## config.mk

```make
export PLATFORM = sky130hd
export DESIGN_NAME = phy_function_interface_ctrl_regs
export DESIGN_NICKNAME = d
export VERILOG_FILES = /design/src/logic/phy_regs_pkg.sv /design/src/logic/phy_function_interface_ctrl_regs.sv /design/src/logic/pin_sync.sv
export SDC_FILE = /design/constraint.sdc
export NUM_CORES = 1
export LEC_CHECK = 0
export BUFFER_PORTS_ARGS = -buffer_cell sky130_fd_sc_hd__buf_2
export CORE_ASPECT_RATIO = 0.6
export CORE_UTILIZATION = 45
export DETAILED_ROUTE_END_ITERATION = 8
export PLACE_DENSITY = 0.68
export SLEW_MARGIN = 20
export SYNTH_ARGS = -nofsm -noshare
export SYNTH_HDL_FRONTEND = slang
export SYNTH_HIERARCHICAL = 1
export SYNTH_SLANG_ARGS = --single-unit
```

## constraint.sdc

```tcl
create_clock -name i_clk -period 2.4 [get_ports i_clk]
set_input_delay 0.12 -clock i_clk [delete_from_list [all_inputs] [get_ports i_clk]]
set_output_delay 0.12 -clock i_clk [all_outputs]
set_load 0.005 [all_outputs]
```

## src/logic/phy_regs_pkg.sv

```systemverilog
// Constants shared by the transceiver function and interface control bank.
// Overview of operation
// Clear alias reads back function control contents.
// Clear alias shares the single function storage.
// Writing one clears bit; zero keeps it.
// Bit 7 governs ULPI pin protection circuit.
// Protection active at zero, off at one.
// Bit 6 selects qualifying the VBUS flag.
// Zero combines with comparator; one passes through.
// Bit 5 inverts external VBUS flag input.
// Bit 4 enables self resume, resets one.
// Bit 3 gates only clock, serial modes.
// Clock bit ignored while low power active.
// Reset value zero: clock off in serial.
// Bit 3 one keeps clock powered serially.
// Serial mode exit clears serial select bits; a same-cycle interface control write wins.
// UART exit clears UART select bit; a same-cycle interface control write wins.
// Link uses ULPI register read and write.
// Clear write lands atomically for next read.
`default_nettype none
package phy_regs_pkg;
    localparam logic [5:0] ADDR_FUNC_CTRL = 6'h04;
    localparam logic [5:0] ADDR_FUNC_SET = 6'h05;
    localparam logic [5:0] ADDR_FUNC_CLR = 6'h06;
    localparam logic [5:0] ADDR_IFC_CTRL = 6'h07;
    localparam logic [1:0] CMD_REG_WRITE = 2'h2;
    localparam logic [1:0] CMD_REG_READ = 2'h3;
    localparam int unsigned FC_LOW_POWER_N_BIT = 6;
    localparam int unsigned FC_XCVR_RESET_BIT = 5;
    localparam int unsigned FC_ENC_LSB = 3;
    localparam int unsigned FC_TERM_BIT = 2;
    localparam int unsigned FC_SPEED_LSB = 0;
    localparam int unsigned IFC_PROTECT_DIS_BIT = 7;
    localparam int unsigned IFC_UNQUAL_BIT = 6;
    localparam int unsigned IFC_INVERT_BIT = 5;
    localparam int unsigned IFC_RESUME_BIT = 4;
    localparam int unsigned IFC_CLK_KEEP_N_BIT = 3;
    localparam int unsigned IFC_UART_BIT = 2;
    localparam int unsigned IFC_THREE_BIT = 1;
    localparam int unsigned IFC_SIX_BIT = 0;
    localparam logic [7:0] FUNC_CTRL_RESET = 8'h41;
    localparam logic [7:0] FUNC_CTRL_STORE_MASK = 8'h5F;
    localparam logic [7:0] IFC_CTRL_RESET = 8'h10;
    localparam logic [7:0] READ_UNMAPPED = 8'h00;
    typedef enum {
        ST_IDLE,
        ST_WR_ACK,
        ST_WR_DATA,
        ST_WR_STOP,
        ST_RD_ACK,
        ST_RD_TURN,
        ST_RD_DATA,
        ST_RD_BACK
    } ulpi_state_t;
endpackage
`default_nettype wire

```

## src/logic/phy_function_interface_ctrl_regs.sv

```systemverilog
// ULPI register port with the function and interface control storage.
`timescale 1ns/1ps
`default_nettype none
module phy_function_interface_ctrl_regs (
    input wire logic i_clk,
    input wire logic i_sys_rst,
    input wire logic [7:0] i_ulpi_data,
    input wire logic i_ulpi_stp,
    output logic [7:0] o_ulpi_data,
    output logic o_ulpi_data_oe_n,
    output logic o_ulpi_dir,
    output logic o_ulpi_nxt,
    input wire logic i_ext_vbus_flag_in,
    input wire logic i_vbus_valid_cmp,
    input wire logic i_low_power_exit,
    input wire logic i_serial_exit,
    input wire logic i_uart_exit,
    output logic o_vbus_state,
    output logic o_protect_active,
    output logic o_self_resume_enable,
    output logic o_clock_powered,
    output logic o_low_power_n,
    output logic o_xcvr_reset_pulse,
    output logic [1:0] o_transmit_encoding_select,
    output logic o_termination_select,
    output logic [1:0] o_speed_select,
    output logic o_uart_pins_select,
    output logic o_serial_three_wire_select,
    output logic o_serial_six_wire_select
);
    import phy_regs_pkg::*;

    ulpi_state_t state_r;
    ulpi_state_t state_nxt;
    logic [5:0] addr_r;
    logic [5:0] addr_nxt;
    logic [7:0] rdata_r;
    logic [7:0] rdata_nxt;
    logic [7:0] func_r;
    logic [7:0] func_nxt;
    logic [7:0] ifc_r;
    logic [7:0] ifc_nxt;
    logic pulse_r;
    logic pulse_nxt;
    logic vbus_r;
    logic vbus_nxt;
    logic clk_on_r;
    logic clk_on_nxt;
    logic [1:0] sync_out;
    logic ext_flag_s;
    logic vbus_valid_s;
    logic wr_commit;
    logic [7:0] read_value;

    // External flag and comparator arrive from outside the clock domain.
    pin_sync #(
        .WIDTH(2)
    ) u_pin_sync (
        .i_clk(i_clk),
        .i_sys_rst(i_sys_rst),
        .i_async({i_vbus_valid_cmp, i_ext_vbus_flag_in}),
        .o_sync(sync_out)
    );

    assign ext_flag_s = sync_out[0];
    assign vbus_valid_s = sync_out[1];

    // Command decode and turnaround sequencing on the ULPI bus.
    always_comb
    begin
        state_nxt = state_r;
        addr_nxt = addr_r;
        case (state_r)
            ST_IDLE:
            begin
                if (i_ulpi_data[7:6] == CMD_REG_WRITE)
                begin
                    addr_nxt = i_ulpi_data[5:0];
                    state_nxt = ST_WR_ACK;
                end
                else if (i_ulpi_data[7:6] == CMD_REG_READ)
                begin
                    addr_nxt = i_ulpi_data[5:0];
                    state_nxt = ST_RD_ACK;
                end
            end
            ST_WR_ACK:
            begin
                state_nxt = ST_WR_DATA;
            end
            ST_WR_DATA:
            begin
                state_nxt = ST_WR_STOP;
            end
            ST_WR_STOP:
            begin
                if (i_ulpi_stp)
                begin
                    state_nxt = ST_IDLE;
                end
            end
            ST_RD_ACK:
            begin
                state_nxt = ST_RD_TURN;
            end
            ST_RD_TURN:
            begin
                state_nxt = ST_RD_DATA;
            end
            ST_RD_DATA:
            begin
                state_nxt = ST_RD_BACK;
            end
            ST_RD_BACK:
            begin
                state_nxt = ST_IDLE;
            end
            default:
            begin
                state_nxt = ST_IDLE;
            end
        endcase
    end

    always_ff @(posedge i_clk)
    begin
        if (i_sys_rst)
        begin
            state_r <= ST_IDLE;
            addr_r <= 6'h00;
        end
        else
        begin
            state_r <= state_nxt;
            addr_r <= addr_nxt;
        end
    end

    assign o_ulpi_nxt = (state_r == ST_WR_ACK) || (state_r == ST_WR_DATA)
        || (state_r == ST_RD_ACK);
    assign o_ulpi_dir = (state_r == ST_RD_TURN) || (state_r == ST_RD_DATA);
    assign o_ulpi_data_oe_n = (state_r != ST_RD_DATA);
    assign wr_commit = (state_r == ST_WR_DATA);

    // All three function addresses read the one shared store.
    always_comb
    begin
        if (addr_r == ADDR_FUNC_CTRL)
        begin
            read_value = func_r;
        end
        else if (addr_r == ADDR_FUNC_SET)
        begin
            read_value = func_r;
        end
        else if (addr_r == ADDR_FUNC_CLR)
        begin
            read_value = func_r;
        end
        else if (addr_r == ADDR_IFC_CTRL)
        begin
            read_value = ifc_r;
        end
        else
        begin
            read_value = READ_UNMAPPED;
        end
    end

    always_comb
    begin
        rdata_nxt = rdata_r;
        if (state_r == ST_RD_TURN)
        begin
            rdata_nxt = read_value;
        end
    end

    always_ff @(posedge i_clk)
    begin
        if (i_sys_rst)
        begin
            rdata_r <= 8'h00;
        end
        else
        begin
            rdata_r <= rdata_nxt;
        end
    end

    assign o_ulpi_data = rdata_r;

    // Register writes, with the hardware-driven set and clear events.
    always_comb
    begin
        func_nxt = func_r;
        ifc_nxt = ifc_r;
        pulse_nxt = 1'b0;
        if (i_serial_exit)
        begin
            ifc_nxt[IFC_THREE_BIT] = 1'b0;
            ifc_nxt[IFC_SIX_BIT] = 1'b0;
        end
        if (i_uart_exit)
        begin
            ifc_nxt[IFC_UART_BIT] = 1'b0;
        end
        if (wr_commit)
        begin
            if (addr_r == ADDR_FUNC_CTRL)
            begin
                func_nxt = i_ulpi_data & FUNC_CTRL_STORE_MASK;
                pulse_nxt = i_ulpi_data[FC_XCVR_RESET_BIT];
            end
            else if (addr_r == ADDR_FUNC_SET)
            begin
                func_nxt = (func_r | i_ulpi_data) & FUNC_CTRL_STORE_MASK;
                pulse_nxt = i_ulpi_data[FC_XCVR_RESET_BIT];
            end
            else if (addr_r == ADDR_FUNC_CLR)
            begin
                func_nxt = func_r & ~i_ulpi_data;
            end
            else if (addr_r == ADDR_IFC_CTRL)
            begin
                ifc_nxt = i_ulpi_data;
            end
        end
        if (i_low_power_exit)
        begin
            func_nxt[FC_LOW_POWER_N_BIT] = 1'b1;
        end
    end

    always_ff @(posedge i_clk)
    begin
        if (i_sys_rst)
        begin
            func_r <= FUNC_CTRL_RESET;
            ifc_r <= IFC_CTRL_RESET;
            pulse_r <= 1'b0;
        end
        else
        begin
            func_r <= func_nxt;
            ifc_r <= ifc_nxt;
            pulse_r <= pulse_nxt;
        end
    end

    // VBUS state reporting and serial-mode clock power.
    always_comb
    begin
        logic comp;
        logic serial_any;
        comp = ext_flag_s ^ ifc_r[IFC_INVERT_BIT];
        serial_any = ifc_r[IFC_UART_BIT] | ifc_r[IFC_THREE_BIT]
            | ifc_r[IFC_SIX_BIT];
        if (ifc_r[IFC_UNQUAL_BIT])
        begin
            vbus_nxt = comp;
        end
        else
        begin
            vbus_nxt = comp & vbus_valid_s;
        end
        if (!func_r[FC_LOW_POWER_N_BIT])
        begin
            clk_on_nxt = 1'b0;
        end
        else if (serial_any)
        begin
            clk_on_nxt = ifc_r[IFC_CLK_KEEP_N_BIT];
        end
        else
        begin
            clk_on_nxt = 1'b1;
        end
    end

    always_ff @(posedge i_clk)
    begin
        if (i_sys_rst)
        begin
            vbus_r <= 1'b0;
            clk_on_r <= 1'b1;
        end
        else
        begin
            vbus_r <= vbus_nxt;
            clk_on_r <= clk_on_nxt;
        end
    end

    assign o_vbus_state = vbus_r;
    assign o_clock_powered = clk_on_r;
    assign o_protect_active = ~ifc_r[IFC_PROTECT_DIS_BIT];
    assign o_self_resume_enable = ifc_r[IFC_RESUME_BIT];
    assign o_uart_pins_select = ifc_r[IFC_UART_BIT];
    assign o_serial_three_wire_select = ifc_r[IFC_THREE_BIT];
    assign o_serial_six_wire_select = ifc_r[IFC_SIX_BIT];
    assign o_low_power_n = func_r[FC_LOW_POWER_N_BIT];
    assign o_xcvr_reset_pulse = pulse_r;
    assign o_transmit_encoding_select = func_r[FC_ENC_LSB +: 2];
    assign o_termination_select = func_r[FC_TERM_BIT];
    assign o_speed_select = func_r[FC_SPEED_LSB +: 2];
endmodule // phy_function_interface_ctrl_regs
`default_nettype wire

```

## src/logic/pin_sync.sv

```systemverilog
// Three-stage synchroniser that accepts a change once stages two and three agree.
`timescale 1ns/1ps
`default_nettype none
module pin_sync #(
    parameter int WIDTH = 1
) (
    input wire logic i_clk,
    input wire logic i_sys_rst,
    input wire logic [WIDTH-1:0] i_async,
    output logic [WIDTH-1:0] o_sync
);
    logic [WIDTH-1:0] s1_r;
    logic [WIDTH-1:0] s2_r;
    logic [WIDTH-1:0] s3_r;
    logic [WIDTH-1:0] out_r;
    logic [WIDTH-1:0] out_nxt;

    if (WIDTH < 1)
    begin : g_check
        $error("pin_sync needs WIDTH of at least one");
    end

    always_comb
    begin
        out_nxt = out_r;
        for (int i = 0; i < WIDTH; i++)
        begin
            if (s2_r[i] == s3_r[i])
            begin
                out_nxt[i] = s3_r[i];
            end
        end
    end

    always_ff @(posedge i_clk)
    begin
        if (i_sys_rst)
        begin
            s1_r <= '0;
            s2_r <= '0;
            s3_r <= '0;
            out_r <= '0;
        end
        else
        begin
            s1_r <= i_async;
            s2_r <= s1_r;
            s3_r <= s2_r;
            out_r <= out_nxt;
        end
    end

    assign o_sync = out_r;
endmodule // pin_sync
`default_nettype wire

```

==> Word-level counts from Yosys, hierarchy flattened <==
Index checks and enable logic that the tools add are counted.
{ "op_classes": {"n_eq_ne": 22, "reduce_logical": 12, "muxes": 25, "bitwise_logic": 12} }
{ "op_table": {"columns": ["operator", "n"], "rows": [
  ["32-bit one-hot mux with 7 select lines", 1],
  ["32-bit by 3-bit equality test with 1-bit output, second input constant", 4],
  ["32-bit by 2-bit equality test with 1-bit output, second input constant", 3],
  ["32-bit by 4-bit equality test with 1-bit output, second input constant", 3],
  ["32-bit 2-to-1 mux", 3],
  ["8-bit 2-to-1 mux", 7],
  ["32-bit by 1-bit equality test with 1-bit output, second input constant", 1],
  ["32-bit logical NOT", 1],
  ["32-bit by 4-bit != test with 1-bit output, second input constant", 1],
  ["6-bit by 3-bit equality test with 1-bit output, second input constant", 4],
  ["3-bit 2-to-1 mux", 5],
  ["6-bit 2-to-1 mux", 2],
  ["8-bit AND", 1],
  ["8-bit NOT", 1],
  ["7-bit bitwise OR", 1],
  ["1-bit 2-to-1 mux", 6],
  ["2-bit AND reduction", 3],
  ["1-bit NOT", 5],
  ["5-bit AND reduction", 1],
  ["2-bit equality test, second input constant", 2],
  ["2-bit OR reduction", 2],
  ["1-bit logical OR", 3],
  ["3-bit != test, second input constant", 1],
  ["3-bit nonzero test", 1],
  ["other kinds (7)", 9]
]} }
{ "totals": {"register_bits": 73, "in_bits": 16, "output_inout_bits": 25, "word_cells": 86} }

==> Longest topological paths before layout <==
{ "depth": {"ltp_word": 6, "mapped_depth": 5, "mapped_depth_nobuf": 3} }

==> Modules after synthesis <==
Netlist, hierarchy kept.
{ "by_module_without_submodules": {"columns": ["mod", "instances", "area_per_inst_um2", "cells_each"], "rows": [
  ["phy_function_interface_ctrl_regs", 1, 1776.7, 196],
  ["pin_sync", 1, 227.7, 20]
]} }

==> Least setup slack after synthesis <==
Ideal clock, no wire load.
{ "synth_timing": {"path_type": "reg-to-reg", "start": "register addr_r[3]", "end": "register func_r[7]", "period_less_slack_ns": 1.523, "n_path_buf": 1, "required_time_ns": 2.283, "arrival_time_ns": 1.406, "setup_slack_ns": 0.877, "stages_incl_launch_ff": 5, "setup_time_ns": 0.117, "cell_sequence": "dfxtp_1 -> or4b_4 -> buf_6 -> nor3_4 -> and4b_1"} }
{ "synth_via": {"elab_chain_len": 3, "word_cells_on_any_way": 7} }
{ "synth_lines": {"columns": ["item", "line", "text"], "rows": [
  ["from (decl)", "phy_function_interface_ctrl_regs.sv:35", "logic [5:0] addr_r;"],
  ["from (signal assigned)", "phy_function_interface_ctrl_regs.sv:135", "addr_r <= addr_nxt;"],
  ["6-bit by 3-bit equality test with 1-bit output (on tied branches)", "phy_function_interface_ctrl_regs.sv:210, phy_function_interface_ctrl_regs.sv:215, phy_function_interface_ctrl_regs.sv:220", null],
  ["3-bit nonzero test (no line) or 8-bit 2-to-1 mux (tied branches)", null, null],
  ["2-bit AND reduction (no line) or 8-bit 2-to-1 mux (tied branches)", null, null],
  ["to (signal assigned)", "phy_function_interface_ctrl_regs.sv:245", "func_r <= func_nxt;"],
  ["to (decl)", "phy_function_interface_ctrl_regs.sv:39", "logic [7:0] func_r;"]
]} }
Several ways; a longest one is shown, not always the timed one.
A chain may end at the register's enable or synchronous reset.

==> Worst setup path after layout <==
{ "layout_timing": {"start": "register addr_r[0]", "end": "register ifc_r[1]"} }
{ "layout_via": {"elab_chain_len": 6, "word_cells_on_any_way": 9} }
{ "layout_lines": {"columns": ["item", "line", "text"], "rows": [
  ["6-bit by 3-bit equality test with 1-bit output", "phy_function_interface_ctrl_regs.sv:224", "else if (addr_r == ADDR_IFC_CTRL)"],
  ["3-bit 2-to-1 mux", "phy_function_interface_ctrl_regs.sv:224", null],
  ["3-bit 2-to-1 mux", "phy_function_interface_ctrl_regs.sv:220", "else if (addr_r == ADDR_FUNC_CLR)"],
  ["3-bit 2-to-1 mux", "phy_function_interface_ctrl_regs.sv:215", "else if (addr_r == ADDR_FUNC_SET)"],
  ["3-bit 2-to-1 mux (*)", "phy_function_interface_ctrl_regs.sv:210", "if (addr_r == ADDR_FUNC_CTRL)"],
  ["3-bit 2-to-1 mux (*)", "phy_function_interface_ctrl_regs.sv:208", "if (wr_commit)"],
  ["to (signal assigned)", "phy_function_interface_ctrl_regs.sv:246", "ifc_r <= ifc_nxt;"],
  ["to (decl)", "phy_function_interface_ctrl_regs.sv:41", "logic [7:0] ifc_r;"]
]} }
Every way passes the cells marked *; elsewhere a longest branch is shown, timed or not.

==> out/qor.yml <==
run_status:
  status: "complete, no violations"
route:
  top_layer_used: "met4"
  wl_um: 4780
  wl_met2_um: 1760
  wl_per_cell_um: 15.6
  vias: 1705
  drt_iter0_drc: 136
  firstDrtPassIters: 4
  routed-wl-met3_um: 526
  vias_per_cell: 5.57
  drtAntennaViolNets: 0
  drt-met1-wl_um: 2450
  drc: 0
cells_and_area:
  drive_above_1_share_pct: 25.2
  syn2layout_area_growth_pct: 15.3
  diodes: 0
  fin_nets: 261
  fin_util_pct: 55.2
cts:
  post-cts-setup-buffer-count: 0
  cts_hold_buf: 0
  cts-root-buf: "clkbuf_8"
  post_cts_resized: 0
  max-clock-path-buffers: 2
  htreeDepth: 2
  cts_tree: "yes"
  cts_buffers: 5
  clock_sinks: 44
  clock_latency_ps: 300
  clk_pin_slew_ps: 90
placement:
  gp_congestion: 0.874
  io_buffers: 40
  dp_hpwl_um: 3400
worst_setup_path:
  regToRegSetupSlack_ps: 610
  required_ps: 2580
  cp-end-kind: "register"
  cp_data_arrival_time_ps: 1970
  cp_cell_sequence: "nand2_1 -> o311ai_0 -> a21oi_1"
  criticalPathCategory: "register to register"
  cpMaxStageDelayCell: "dfxtp_1"
  path_max_fanout: 20
  crit_path_max_incr_delay_ps: 640
  path_buf_inv: 0
  start_kind: "register"
  cp_top_family: "flip-flops"
synth:
  synth.distinct_cells: 49
  ys_top_cells_by_count: "dfxtp_1, a21oi_1, nand2_1"
  yosys.area.top_type_share_pct: 43.9
  yosysSeqAreaShare_pct: 43.9
  ys.flop_type: "dfxtp_1"
  synth.area.top_cells: "dfxtp_1, a21oi_1, nor2b_1"
  syn_inst: 216
  synth_nets: 232
  yosysMostFrequentCell: "dfxtp_1"
  yosys_register_bits: 44
  synth_area_um2: 2000
  synth-edff-count: 0
  syn_area_per_cell_um2: 9.28
  yosysTopAreaCell: "dfxtp_1"
  ys_async_sr_fraction_pct: 0
  synth_warnings: 6
timing:
  fmax_ghz: 0.558
  tightest_slew_ps: 586
  period_needed_ps: 1790
  rsz0062_at_grt: "false"
  fin_tns_setup_ps: 0
  min_period_over_period_pct: 74.7
  slew_viol_final: 0
  slew_headroom_pct: 60.8
  skew_ps: 4.65
  setup_viol: 0
  hold_viol_final: 0
pwr:
  irDropWorstVdd_v: 0.000316
  power_density_nw_per_um2: 658
  power_w: 0.00152
  p_leak_nw: 0.894
floorplan:
  rows: 18
  die_h_um: 53.7
  core_area_um2: 4190
  ios: 41
  start_util_pct: 47.8
  die_w_um: 88.2
  fp.dieArea_um2: 4730
global_routing:
  grt_max_degree: 24
  grt_pass1_vias: 1455
  grt_usage_pct: 22.5
  overflow: 0
  grt_pass1_wl_um: 7840
  antenna_found_initial: 0
min_path:
  hp-class: "primary input to register"
flow_run:
  drv_cap: 0
## final cells by class
cell class	count	area, um2
timing repair buffer	44	230
clock inverter	3	42.5
multi-input combinational	145	995
sequential	44	881
inverter	5	18.8
tap	60	75.1
clock buffer	5	68.8
fill	401	1880
## cell families after synthesis
group,count (synthesis),synth area share (%)
AOI/OAI and AO/OA,64,22.4
xor gates and xnor gates,1,0.437
buffers and inverters,27,6.87
DFF,44,43.9
muxes,7,3.56
and+or+nand+nor,73,22.8
## power breakdown
part / switching (W) / total, W / leakage (nW) / internal [W]
combinational: 0.0000994 / 0.000166 / 0.483 / 0.0000671
sequential: 0.0000335 / 0.000782 / 0.357 / 0.000749
clock: 0.000265 / 0.000573 / 0.0541 / 0.000308
total: 0.000398 / 0.00152 / 0.894 / 0.00112
## metal layers
metal | up-vias | global-route usage [%]
met5 | - | 0
met4 | 0 | 5.65
li1 | 853 | -
met2 | 75 | 28.8
met1 | 773 | 35.4
met3 | 4 | 6.44
## per-stage QoR
stage / cell area, um2 / hold WS (ps) / cells / setup WS [ps]
4_1_cts: 2310 / 21.0 / 306 / 619
5_1_grt: 2310 / 25.8 / 306 / 369
2_1_floorplan: 2000 / 186 / 216 / 877
6_report: 2310 / 24.7 / 306 / 608
3_3_place_gp: 2200 / 333 / 298 / 699
3_5_place_dp: 2200 / 335 / 298 / 645
## cells in the final DEF (no fill, tap or decap), drive strengths merged, types with 2 or more instances in the layout
cell	instances
o2111ai	7
nor4b	3
and3	9
buf	44
clkbuf	5
a21boi	8
mux2i	6
nor2b	11
a21oi	18
o211ai	8
o31ai	4
nor3	3
a32o	4
o311ai	3
nor2	12
o21ai	5
dfxtp	44
nand3b	2
nand2	14
and2	2
nand4	8
inv	5
## final timing paths
kind / from / to / cells past startpoint
hold / removal: i_vbus_valid_cmp / u_pin_sync/s1_r[1] / 2
hold reg to reg: u_pin_sync/s1_r[1] / u_pin_sync/s2_r[1] / 1
setup reg to reg: addr_r[0] / ifc_r[1] / 3
setup / recovery: addr_r[0] / ifc_r[1] / 3
## worst register-to-register path: stages, from the launching register on
cell and delay [ps]:
dfxtp_1 640, nand2_1 450, o311ai_0 470, a21oi_1 120
Power figures use the tool's default switching activity.
